$ cat src/pkg/sldc_pkg.sv
// package: register map, field positions, reset values and timing for the supply level detector
package sldc_pkg;
  // ----------------------------------------
  // bus and register map (word aligned byte addresses)
  // ----------------------------------------
  localparam int SLDC_ADDR_W = 4;
  localparam logic [3:0] SLDC_OFS_CONTROL = 4'h0;
  localparam logic [3:0] SLDC_OFS_STATUS = 4'h4;
  localparam logic [3:0] SLDC_OFS_IRQ_STATUS = 4'h8;
  localparam logic [3:0] SLDC_OFS_IRQ_MASK = 4'hc;
  // ----------------------------------------
  // field positions
  // ----------------------------------------
  localparam int SLDC_CTL_TRIM_LSB = 0;
  localparam int SLDC_CTL_TRIM_W = 3;
  localparam int SLDC_CTL_RANGE_BIT = 3;
  localparam int SLDC_STA_ENABLE_BIT = 0;
  localparam int SLDC_STA_VALID_BIT = 1;
  localparam int SLDC_STA_BELOW_BIT = 2;
  localparam int SLDC_IRQ_LOW_BIT = 0;
  // ----------------------------------------
  // reset values
  // ----------------------------------------
  localparam logic [2:0] SLDC_TRIM_RST = 3'h0;
  localparam logic SLDC_RANGE_RST = 1'b0;
  localparam logic SLDC_ENABLE_RST = 1'b0;
  localparam logic SLDC_MASK_RST = 1'b0;
  // ----------------------------------------
  // timing
  // ----------------------------------------
  localparam int SLDC_CLK_HZ = 100_000_000;
  localparam int SLDC_SETTLE_US = 2000;
  localparam int SLDC_SETTLE_CYC = (SLDC_CLK_HZ / 1_000_000) * SLDC_SETTLE_US;
  localparam int SLDC_CNT_W = 18;
  typedef enum logic [1:0] {SLDC_OFF, SLDC_SETTLE, SLDC_VALID} sldc_state_t;
endpackage

$ cat src/core/sldc_rise_detect.sv
// rising edge detector for the comparator result, gated by a qualifier
`timescale 1ns/1ps
module sldc_rise_detect
  import sldc_pkg::*;
(
  input wire logic ref_clk,
  input wire logic sys_rst,
  input wire logic level,
  input wire logic qualify,
  output logic rise
);
  logic prev;
  logic next_prev;

  always_comb begin
    next_prev = qualify ? level : 1'b0;
  end

  always_ff @(posedge ref_clk or posedge sys_rst) begin
    if (sys_rst) begin
      prev <= 1'b0;
    end else begin
      prev <= next_prev;
    end
  end

  // prev cleared while unqualified, so a level already high at validation counts as an edge
  assign rise = qualify & level & ~prev;
endmodule

$ cat src/core/sldc_top.sv
// supply level detector control: registers, settling timer, result edge interrupt
// ----------------------------------------
// Summary of operation
// (RULE1) enable starts measurement; valid after 2 ms
// (RULE2) irq on each result rise while valid
// (RULE3) software uses result only while valid
// (RULE4) control bits 2-0 trim, reset 000
// (RULE5) control bit 3 range; bits 7-4 zero
// (RULE6) status: result bit2, valid bit1, enable bit0
// (RULE7) enable off: analog off, no measurement
// (RULE8) software keeps threshold settings during measurement
// (RULE9) disable clears valid; re-enable restarts settling
// (RULE10) writes to read-only/reserved bits ignored
// ----------------------------------------
`timescale 1ns/1ps
module sldc_top
  import sldc_pkg::*;
#(
  // settling length in clock cycles; the default is the full 2 ms interval
  parameter int SETTLE_CYC = SLDC_SETTLE_CYC
)
(
  input wire logic ref_clk,
  input wire logic sys_rst,
  input wire logic [SLDC_ADDR_W-1:0] avs_address,
  input wire logic avs_read,
  input wire logic avs_write,
  input wire logic [31:0] avs_writedata,
  input wire logic [3:0] avs_byteenable,
  output logic [31:0] avs_readdata,
  output logic avs_waitrequest,
  input wire logic below_threshold_flag,
  output logic detector_enable,
  output logic [2:0] threshold_trim,
  output logic threshold_range_select,
  output logic low_supply_irq
);
  // ----------------------------------------
  // bus handshake state
  // ----------------------------------------
  logic ack;
  logic next_ack;
  logic req;
  logic wr_go;
  logic rd_cap;
  logic be0;
  // ----------------------------------------
  // control register state
  // ----------------------------------------
  logic [2:0] trim;
  logic range_sel;
  logic [2:0] next_trim;
  logic next_range_sel;
  // ----------------------------------------
  // enable state
  // ----------------------------------------
  logic enable;
  logic next_enable;
  // ----------------------------------------
  // interrupt state
  // ----------------------------------------
  logic irq_pend;
  logic irq_mask;
  logic next_irq_pend;
  logic next_irq_mask;
  // ----------------------------------------
  // read data state
  // ----------------------------------------
  logic [31:0] rdata;
  logic [31:0] next_rdata;
  // ----------------------------------------
  // measurement state
  // ----------------------------------------
  sldc_state_t state;
  sldc_state_t next_state;
  logic [SLDC_CNT_W-1:0] cnt;
  logic [SLDC_CNT_W-1:0] next_cnt;
  logic result;
  logic next_result;
  logic valid;
  logic rise;

  function automatic logic hit(input logic [SLDC_ADDR_W-1:0] a, input logic [3:0] ofs);
    hit = (a == ofs);
  endfunction

  // ----------------------------------------
  // readback word builders
  // ----------------------------------------
  // reserved bits are always zero, so software may compare whole bytes
  function automatic logic [31:0] ctl_word(input logic [2:0] t, input logic r);
    logic [31:0] w;
    w = 32'h0;
    w[SLDC_CTL_TRIM_LSB +: SLDC_CTL_TRIM_W] = t; // [RULE4]
    w[SLDC_CTL_RANGE_BIT] = r; // [RULE5]
    return w;
  endfunction

  function automatic logic [31:0] sta_word(input logic b, input logic v, input logic e);
    logic [31:0] w;
    w = 32'h0;
    w[SLDC_STA_BELOW_BIT] = b; // [RULE6]
    w[SLDC_STA_VALID_BIT] = v; // [RULE6]
    w[SLDC_STA_ENABLE_BIT] = e; // [RULE6]
    return w;
  endfunction

  function automatic logic [31:0] flag_word(input logic f);
    logic [31:0] w;
    w = 32'h0;
    w[SLDC_IRQ_LOW_BIT] = f;
    return w;
  endfunction

  // ----------------------------------------
  // bus handshake
  // ----------------------------------------
  // one wait cycle: ack rises the cycle after the request, ending the wait;
  // a master that keeps its request past that edge starts a fresh access
  assign req = (avs_read | avs_write) & ~ack;
  assign wr_go = avs_write & ack;
  assign rd_cap = avs_read & ~ack;
  assign be0 = avs_byteenable[0];

  always_comb begin
    next_ack = req;
  end

  always_ff @(posedge ref_clk or posedge sys_rst) begin
    if (sys_rst) begin
      ack <= 1'b0;
    end else begin
      ack <= next_ack;
    end
  end

  // ----------------------------------------
  // control register: trim and range
  // ----------------------------------------
  always_comb begin
    next_trim = trim;
    next_range_sel = range_sel;
    if (wr_go && be0 && hit(avs_address, SLDC_OFS_CONTROL)) begin
      next_trim = avs_writedata[SLDC_CTL_TRIM_LSB +: SLDC_CTL_TRIM_W]; // [RULE4]
      next_range_sel = avs_writedata[SLDC_CTL_RANGE_BIT]; // [RULE5]
    end
  end

  always_ff @(posedge ref_clk or posedge sys_rst) begin
    if (sys_rst) begin
      trim <= SLDC_TRIM_RST; // [RULE4]
      range_sel <= SLDC_RANGE_RST; // [RULE5]
    end else begin
      trim <= next_trim;
      range_sel <= next_range_sel;
    end
  end

  // ----------------------------------------
  // detector enable
  // ----------------------------------------
  always_comb begin
    next_enable = enable;
    if (wr_go && be0 && hit(avs_address, SLDC_OFS_STATUS)) begin
      // only enable is writable here; result and valid stay hardware owned
      next_enable = avs_writedata[SLDC_STA_ENABLE_BIT]; // [RULE7] [RULE10]
    end
  end

  always_ff @(posedge ref_clk or posedge sys_rst) begin
    if (sys_rst) begin
      enable <= SLDC_ENABLE_RST;
    end else begin
      enable <= next_enable;
    end
  end

  // ----------------------------------------
  // interrupt pending and mask
  // ----------------------------------------
  always_comb begin
    next_irq_mask = irq_mask;
    next_irq_pend = irq_pend;
    if (wr_go && be0 && hit(avs_address, SLDC_OFS_IRQ_MASK)) begin
      next_irq_mask = avs_writedata[SLDC_IRQ_LOW_BIT];
    end
    if (wr_go && be0 && hit(avs_address, SLDC_OFS_IRQ_STATUS)
        && avs_writedata[SLDC_IRQ_LOW_BIT]) begin
      next_irq_pend = 1'b0;
    end
    // a new edge beats a simultaneous write-one-to-clear, so no event is lost
    if (rise) begin
      next_irq_pend = 1'b1; // [RULE2]
    end
  end

  always_ff @(posedge ref_clk or posedge sys_rst) begin
    if (sys_rst) begin
      irq_mask <= SLDC_MASK_RST;
      irq_pend <= 1'b0;
    end else begin
      irq_mask <= next_irq_mask;
      irq_pend <= next_irq_pend;
    end
  end

  // ----------------------------------------
  // read data, captured in the wait cycle
  // ----------------------------------------
  // registering the word keeps it standing through the cycle waitrequest is low
  always_comb begin
    next_rdata = rdata;
    if (rd_cap) begin
      case (avs_address)
        SLDC_OFS_CONTROL: begin
          next_rdata = ctl_word(trim, range_sel);
        end
        SLDC_OFS_STATUS: begin
          // a stale result is hidden as soon as valid drops
          next_rdata = sta_word(result & valid, valid, enable); // [RULE6] [RULE9]
        end
        SLDC_OFS_IRQ_STATUS: begin
          next_rdata = flag_word(irq_pend);
        end
        SLDC_OFS_IRQ_MASK: begin
          next_rdata = flag_word(irq_mask);
        end
        default: begin
          next_rdata = 32'h0; // [RULE10]
        end
      endcase
    end
  end

  always_ff @(posedge ref_clk or posedge sys_rst) begin
    if (sys_rst) begin
      rdata <= 32'h0;
    end else begin
      rdata <= next_rdata;
    end
  end

  // ----------------------------------------
  // settling timer and result capture
  // ----------------------------------------
  always_comb begin
    next_state = state;
    next_cnt = cnt;
    next_result = result;
    case (state)
      SLDC_OFF: begin
        next_cnt = '0;
        next_result = 1'b0;
        if (enable) begin
          next_state = SLDC_SETTLE; // [RULE1]
        end
      end
      SLDC_SETTLE: begin
        next_cnt = cnt + 1'b1;
        if (!enable) begin
          next_state = SLDC_OFF; // [RULE9]
        end else if (cnt == SLDC_CNT_W'(SETTLE_CYC - 2)) begin
          next_state = SLDC_VALID; // [RULE1]
        end
      end
      SLDC_VALID: begin
        next_result = enable & below_threshold_flag;
        if (!enable) begin
          next_state = SLDC_OFF; // [RULE9]
        end
      end
      default: begin
        next_state = SLDC_OFF;
      end
    endcase
  end

  always_ff @(posedge ref_clk or posedge sys_rst) begin
    if (sys_rst) begin
      state <= SLDC_OFF;
      cnt <= '0;
      result <= 1'b0;
    end else begin
      state <= next_state;
      cnt <= next_cnt;
      result <= next_result;
    end
  end

  assign valid = (state == SLDC_VALID) & enable;

  sldc_rise_detect u_rise (
    .ref_clk(ref_clk),
    .sys_rst(sys_rst),
    .level(result),
    .qualify(valid),
    .rise(rise)
  );

  // ----------------------------------------
  // outputs
  // ----------------------------------------
  assign avs_waitrequest = (avs_read | avs_write) & ~ack;
  assign avs_readdata = rdata;
  assign detector_enable = enable; // [RULE7]
  assign threshold_trim = trim;
  assign threshold_range_select = range_sel;
  assign low_supply_irq = irq_pend & irq_mask; // [RULE2]
endmodule

$ cat config.mk
export PLATFORM = sky130hd
export DESIGN_NAME = sldc_top
export DESIGN_NICKNAME = d
export VERILOG_FILES = /design/src/pkg/sldc_pkg.sv /design/src/core/sldc_rise_detect.sv /design/src/core/sldc_top.sv
export SDC_FILE = /design/constraint.sdc
export NUM_CORES = 1
export LEC_CHECK = 0
export BUFFER_PORTS_ARGS = -buffer_cell sky130_fd_sc_hd__buf_2
export CAP_MARGIN = 20
export CORE_ASPECT_RATIO = 1.25
export CORE_UTILIZATION = 51
export CTS_CLUSTER_DIAMETER = 30
export DETAILED_ROUTE_END_ITERATION = 8
export PLACE_DENSITY = 0.9
export SYNTH_ARGS = -nofsm -noshare
export SYNTH_HDL_FRONTEND = slang
export SYNTH_HIERARCHICAL = 1
export SYNTH_SLANG_ARGS = --single-unit
$ cat constraint.sdc
create_clock -name ref_clk -period 4 [get_ports ref_clk]
set_input_delay 0.8 -clock ref_clk [delete_from_list [all_inputs] [get_ports ref_clk]]
set_output_delay 0.8 -clock ref_clk [all_outputs]
set_load 0.01 [all_outputs]
==> results.py, run 1 <==
metrics = {
    "clock_tree": {
        "ctsHoldBuffers": 0,
        "htreeDepth": 2,
        "clk_path_buf_depth": 2,
        "numCtsBuffers": 5,
        "cts-resized-gates": 0,
        "postCtsSetupRepairBufs": 0,
        "insertion_delay_ps": 290,
        "cts_tree": "yes",
        "cts-root-buf": "clkbuf_8",
        "numClockSinks": 34,
        "clkTransAtPathRegs_ps": 70,
    },
    "critical_path": {
        "worst-path-stages": 4,
        "crit_path_end_kind": "register",
        "worstPathRequired_ps": 4230,
        "regToRegStartpoint": "state[1]",
        "rr_worst_depth": 4,
        "r2r_end": "cnt[17]",
        "arrival_ps": 2280,
        "start_kind": "register",
        "cp_slowest_cell": "or4_4",
        "cp_cell_sequence": "nand4b_1, or4_4, or4_1, nand2_1",
        "worst-path-buf-inv": 0,
        "critical_path.max_stage_delay_ps": 590,
        "crit_family": "simple AND/OR/NAND/NOR gates",
        "worstSetupPathType": "reg2reg",
        "critPathMaxFanout": 15,
        "r2r_slack_ps": 1960,
    },
    "synthesis": {
        "syn_inst": 187,
        "ys.flop_type": "dfrtp_1",
        "ys.warnings.count": 6,
        "async_reset_ff_frac": 1.00,
        "synth_top_cell_area_share": 0.453,
        "synth.area.top_cells": "dfrtp_1, buf_4, mux2_2",
        "syn_avg_cell_area_um2": 10.0,
        "synth_area_um2": 1880,
        "yosysUniqueCellTypes": 43,
        "synth_enable_flop_cells": 0,
        "synth-seq-area-share": 0.453,
        "synth_seq_cells": 34,
        "yosysTopAreaCell": "dfrtp_1",
    },
    "layout": {
        "fin_nets": 262,
        "final_design_area_no_fill_um2": 2030,
        "n_antenna_cell": 0,
        "drive_gt1_frac": 0.227,
        "area_growth_pct": 8.06,
    },
    "power": {
        "p_seq_frac": 0.526,
        "clkPwrFrac": 0.372,
        "p_leak_nw": 0.961,
        "p_sw_frac": 0.262,
        "p_switching_mw": 0.185,
        "peakVddDrop_mv": 0.364,
        "p_int_mw": 0.521,
        "p_per_area_nw_per_um2": 348,
        "combinationalPowerShare": 0.101,
        "power_mw": 0.706,
    },
    "sta": {
        "fin_skew_ps": 6.91,
        "fin_hold_ws_ps": 337,
        "rsz0062_at_grt": "false",
        "fin_ws_ps": 1960,
        "final.setup.tns_ps": 0,
        "finalSetupViolations": 0,
        "maxSlewViolCount": 0,
        "worst_slew_pin_slew_ps": 894,
        "hold_viol_final": 0,
        "fin_crit_ps": 2040,
        "fmax_ghz": 0.490,
        "fin_crit_sh": 0.510,
        "slew_headroom": 0.402,
    },
    "grt": {
        "grt_pass1_wl_um": 5460,
        "grt_pass1_vias": 1245,
        "antenna_found_initial": 0,
        "overflow": 0,
        "track_usage": 0.182,
        "grt_max_degree": 25,
    },
    "floorplan": {
        "initial_core_util": 0.535,
        "coreArea_um2": 3510,
        "pin_count": 84,
        "fp.dieW_um": 56.3,
        "core.rowCount": 24,
        "die_h_um": 69.8,
        "dieArea_um2": 3930,
    },
    "routing": {
        "postRouteWirelength_um": 3280,
        "drtIter0Drc": 58,
        "viasPerCell": 5.36,
        "post_drt_wl_per_cell_um": 12.9,
        "dr_total_vias": 1367,
        "dr.pass1.iters": 4,
        "ant_nets": 0,
        "drcViolationCount": 0,
    },
    "placed_design": {
        "place_congestion": 0.808,
        "dp_hpwl_um": 2370,
        "io_buffers": 24,
        "placed_area_um2": 1930,
        "dpl_worst_slack_ps": 1720,
    },
    "hold_path": {
        "min_path_type": "in2async",
    },
    "status": {
        "status": "complete, no violations",
    },
    "run": {
        "cap_violations": 0,
    },
}
==> kinds of logic after synthesis <==
family                   after synthesis  share of synthesized area
other                                  1                    0.00200
adder cells (fa/ha/maj)                2                     0.0133
XOR/XNOR                              10                     0.0466
multiplexers                           9                     0.0600
flip-flops                            34                      0.453
buffers and inverters                 36                      0.128
AO/OA/AOI/OAI                         20                     0.0713
AND/OR/NAND/NOR                       75                      0.226
==> worst max-delay path by stage <==
stage	from	to	slack, ps
final	state[1]	cnt[17]	1960
after global routing	avs_address[1]	threshold_range_select	1890
after CTS	state[1]	cnt[17]	1970
after detailed placement	avs_address[1]	threshold_trim[2]	1720
after global placement	avs_address[1]	threshold_range_select	1700
after floorplan	avs_address[1]	threshold_range_select	2020
==> layout by cell type, fill, tap and decap left out, types with 2 or more instances in the layout <==
cell,n
dfrtp_1,34
conb_1,28
buf_2,24
nor2_1,15
nand2_1,13
mux2_2,8
o21ai_0,7
xnor2_1,7
nand4_1,6
nand3_1,6
clkbuf_8,6
nor4_1,5
inv_1,5
nor3_1,5
a21oi_1,4
and3_1,3
nand2b_1,3
xor2_1,3
nand4b_1,2
nor2b_1,2
a22o_1,2
and3b_1,2
and2_1,2
ha_1,2
==> layer usage <==
layer  vias to the layer above  GRT usage  wire length, um  part of all wire
met5                         -          0                0                 0
met4                         0     0.0894               82             0.025
met3                         7     0.0616              159             0.048
met2                        42      0.298             1660              0.51
met1                       661      0.211             1380              0.42
li1                        657          -                -                 -
==> worst register-to-register path, cell delays in order (launching register included) <==
cell and delay (ps):
dfrtp_1 520, nand4b_1 310, or4_4 590, or4_1 490, nand2_1 80
==> cell usage after synthesis (2+ instances only) <==
| cell | n |
|---|---|
| nand2_1 | 13 |
| nor3_1 | 5 |
| mux2_2 | 8 |
| a22o_1 | 2 |
| buf_4 | 28 |
| a21oi_1 | 4 |
| nand4_1 | 6 |
| nor2_1 | 15 |
| clkbuf_1 | 3 |
| nand2b_1 | 3 |
| o21ai_0 | 7 |
| and3b_1 | 2 |
| nand3_1 | 6 |
| nand4b_1 | 2 |
| nor2b_1 | 2 |
| xnor2_1 | 7 |
| nor4_1 | 5 |
| dfrtp_1 | 34 |
| and3_1 | 3 |
| xor2_1 | 3 |
| and2_1 | 2 |
| ha_1 | 2 |
| inv_1 | 5 |
==> sequential cells by signal, indices dropped and copies added (netlist names), 2 cells and up <==
signal,flops
avs_readdata,4
threshold_trim,3
cnt,18
state,2
==> area by class of cell <==
cell class              instances  area [um^2]
fillers                       299         1480
inverters                       5         18.8
repair buffers                 25          128
multi-input cells             144          888
well taps                      39         48.8
flip-flops and latches         34          851
clock inverters                 2         12.5
clock buffers                   6         82.6
==> power groups by stage <==
stage	Clock [mW]	Combinational (mW)	Sequential [mW]
floorplan	0	0.0664	0.376
global placement	0	0.0703	0.377
detailed placement	0	0.0719	0.378
CTS	0.272	0.0722	0.371
global route	0.283	0.0811	0.373
finish	0.263	0.0717	0.372
==> per-stage QoR <==
step	std cells	utilization
after floorplan	214	-
after global placement	247	0.551
after detailed placement	247	0.551
after CTS	255	0.578
after global routing	255	0.578
final	255	0.578
Note: power is estimated with default switching activity, not from simulation.
==> run 2: changes to the inputs <==
--- a/config.mk
+++ b/config.mk
@@ -5,13 +5,14 @@
 export SDC_FILE = /design/constraint.sdc
 export NUM_CORES = 1
 export LEC_CHECK = 0
+export ABC_AREA = 1
 export BUFFER_PORTS_ARGS = -buffer_cell sky130_fd_sc_hd__buf_2
 export CAP_MARGIN = 20
 export CORE_ASPECT_RATIO = 1.25
-export CORE_UTILIZATION = 51
+export CORE_UTILIZATION = 48
 export CTS_CLUSTER_DIAMETER = 30
 export DETAILED_ROUTE_END_ITERATION = 8
-export PLACE_DENSITY = 0.9
+export PLACE_DENSITY = 0.83
 export SYNTH_ARGS = -nofsm -noshare
 export SYNTH_HDL_FRONTEND = slang
 export SYNTH_HIERARCHICAL = 1
==> constraint.sdc (replaced) <==
create_clock -name ref_clk -period 1.9 [get_ports ref_clk]
set_input_delay 0.38 -clock ref_clk [delete_from_list [all_inputs] [get_ports ref_clk]]
set_output_delay 0.38 -clock ref_clk [all_outputs]
set_load 0.01 [all_outputs]
==> results.py, run 2 <==
metrics = {
    "synthesis": {
        "yosysTopAreaCell": "dfrtp_1",
        "ys.warnings.count": 6,
        "yosysMostFrequentCell": "nand2_1",
        "synth.area.top_cells": "dfrtp_1, nand2_1, buf_4",
        "async_reset_ff_frac": 1.00,
        "ys.flop_type": "dfrtp_1",
        "synth-seq-area-share": 0.409,
        "syn_avg_cell_area_um2": 7.48,
        "synth_top_cell_area_share": 0.409,
        "synthTopCellsByCount": "nand2_1, inv_1, dfrtp_1",
        "syn_inst": 278,
        "synth_area_um2": 2080,
        "yosysUniqueCellTypes": 29,
        "synth_seq_cells": 34,
        "synth_enable_flop_cells": 0,
    },
    "sta": {
        "fin_crit_sh": 0.773,
        "fin_crit_ps": 1470,
        "rsz0062_at_grt": "false",
        "fin_ws_ps": 431,
        "hold_viol_final": 0,
        "final.setup.tns_ps": 0,
        "finalSetupViolations": 0,
        "fin_skew_ps": 3.36,
        "maxSlewViolCount": 0,
        "fin_hold_ws_ps": 298,
        "fmax_ghz": 0.681,
    },
    "layout": {
        "area_growth_pct": 8.37,
        "top_register": "cnt",
        "drive_gt1_frac": 0.162,
        "fillers": 426,
        "final_cell_mix": "nand2_1, inv_1, dfrtp_1",
        "final_common_cell": "nand2_1",
        "n_antenna_cell": 0,
        "largest_register_ffs": 18,
        "multiInputGateArea_um2": 945,
        "regArea_um2": 851,
        "fin_nets": 355,
    },
    "critical_path": {
        "critPathMaxFanout": 5,
        "crit_path_end_kind": "register",
        "worstPathRequired_ps": 2080,
        "worstSetupPathType": "reg2reg",
        "arrival_ps": 1650,
        "start_kind": "register",
    },
    "grt": {
        "grt_pass1_wl_um": 7190,
        "overflow": 0,
        "antenna_found_initial": 0,
        "grt_pass1_vias": 1737,
        "grt_max_degree": 34,
        "track_usage": 0.214,
    },
    "routing": {
        "drcViolationCount": 0,
        "dr_total_vias": 1722,
        "drtIter0Drc": 97,
        "ant_nets": 0,
        "post_drt_wl_per_cell_um": 11.1,
        "viasPerCell": 4.72,
        "postRouteWirelength_um": 4040,
        "dr.pass1.iters": 4,
    },
    "floorplan": {
        "coreArea_um2": 4130,
        "pin_count": 84,
        "die_h_um": 75.6,
        "core.rowCount": 26,
        "initial_core_util": 0.503,
        "fp.dieW_um": 60.9,
        "dieArea_um2": 4600,
    },
    "placed_design": {
        "dp_hpwl_um": 3070,
        "dpl_worst_slack_ps": 446,
        "io_buffers": 24,
        "place_congestion": 0.854,
    },
    "hold_path": {
        "min_path_type": "in2reg",
    },
    "clock_tree": {
        "numCtsBuffers": 5,
        "postCtsSetupRepairBufs": 0,
        "htreeDepth": 2,
        "clk_path_buf_depth": 2,
        "cts-resized-gates": 0,
        "numClockSinks": 34,
        "clkTransAtPathRegs_ps": 70,
        "cts_tree": "yes",
        "insertion_delay_ps": 290,
        "cts-root-buf": "clkbuf_8",
        "ctsHoldBuffers": 1,
    },
    "status": {
        "status": "complete, no violations",
    },
    "run": {
        "cap_violations": 0,
    },
    "power": {
        "p_per_area_nw_per_um2": 823,
        "p_leak_nw": 1.15,
        "peakVddDrop_mv": 0.573,
    },
}
## run 2: cell count changes after synthesis, sizes merged, moves of 7 or more
cell / change
nor2: +22
inv: +37
o21ai: +13
mux2: -8
nand2: +49
xnor2: -7
nand3: +14
## run 2: cell families after synthesis
logic type               share of synthesized area
AND/OR/NAND/NOR                              0.308
buffers and inverters                        0.185
flip-flops                                   0.409
AO/OA/AOI/OAI                               0.0843
adder cells (fa/ha/maj)                     0.0120
other                                      0.00180
## run 2: final cells by class
| class | instances | area share |
|---|---|---|
| Timing Repair Buffer | 26 | 0.0611 |
| Multi-Input combinational cell | 199 | 0.419 |
| Inverter | 42 | 0.0700 |
| Tap cell | 56 | 0.0311 |
| Clock buffer | 7 | 0.0383 |
| Clock inverter | 1 | 0.00222 |
| Sequential cell | 34 | 0.378 |
## run 2: power by group
group	internal, mW	switching [mW]	leakage (nW)	total (mW)
Sequential	0.811	0.0960	0.441	0.907
Clock	0.292	0.259	0.0482	0.551
Combinational	0.131	0.264	0.660	0.395
## run 2: metal layers
layer  global-route usage  up-vias  routed length (um)
met1                0.223      782                1640
met2                0.385       54                2120
li1                     -      875                   -
met4                0.114        0                 101
met5                    0        -                   0
met3               0.0594       11                 177
## run 2: path summary, 6_finish.rpt
| kind | startpoint | end | slack (ps) | cells past startpoint |
|---|---|---|---|---|
| min in group asynchronous | sys_rst | u_rise/prev | 480 | 3 |
| hold reg to reg | ack | ack | 470 | 1 |
| setup / recovery | cnt[0] | cnt[10] | 430 | 8 |
| setup reg to reg | cnt[0] | cnt[10] | 430 | 8 |
| max in group asynchronous | sys_rst | avs_readdata[3] | 860 | 4 |
| hold / removal | avs_writedata[2] | threshold_trim[2] | 300 | 3 |
## run 2: worst max-delay path, cell delays in order, from the launching register on
cell and delay [ps]:
dfrtp_1 420, ha_1 220, inv_1 50, nor2_1 200
nand3_2 170, inv_2 110, nand2_1 70, nor2_1 90
nor2_1 50
## run 2: through the flow
step                cells  cell area (um^2)  utilization  power (mW)
floorplan             305              2180            -        1.23
CTS                   365              2250        0.545        1.87
detailed placement    356              2150        0.521        1.32
global placement      356              2150        0.521        1.30
global route          365              2250        0.545        1.98
finish                365              2250        0.545        1.85
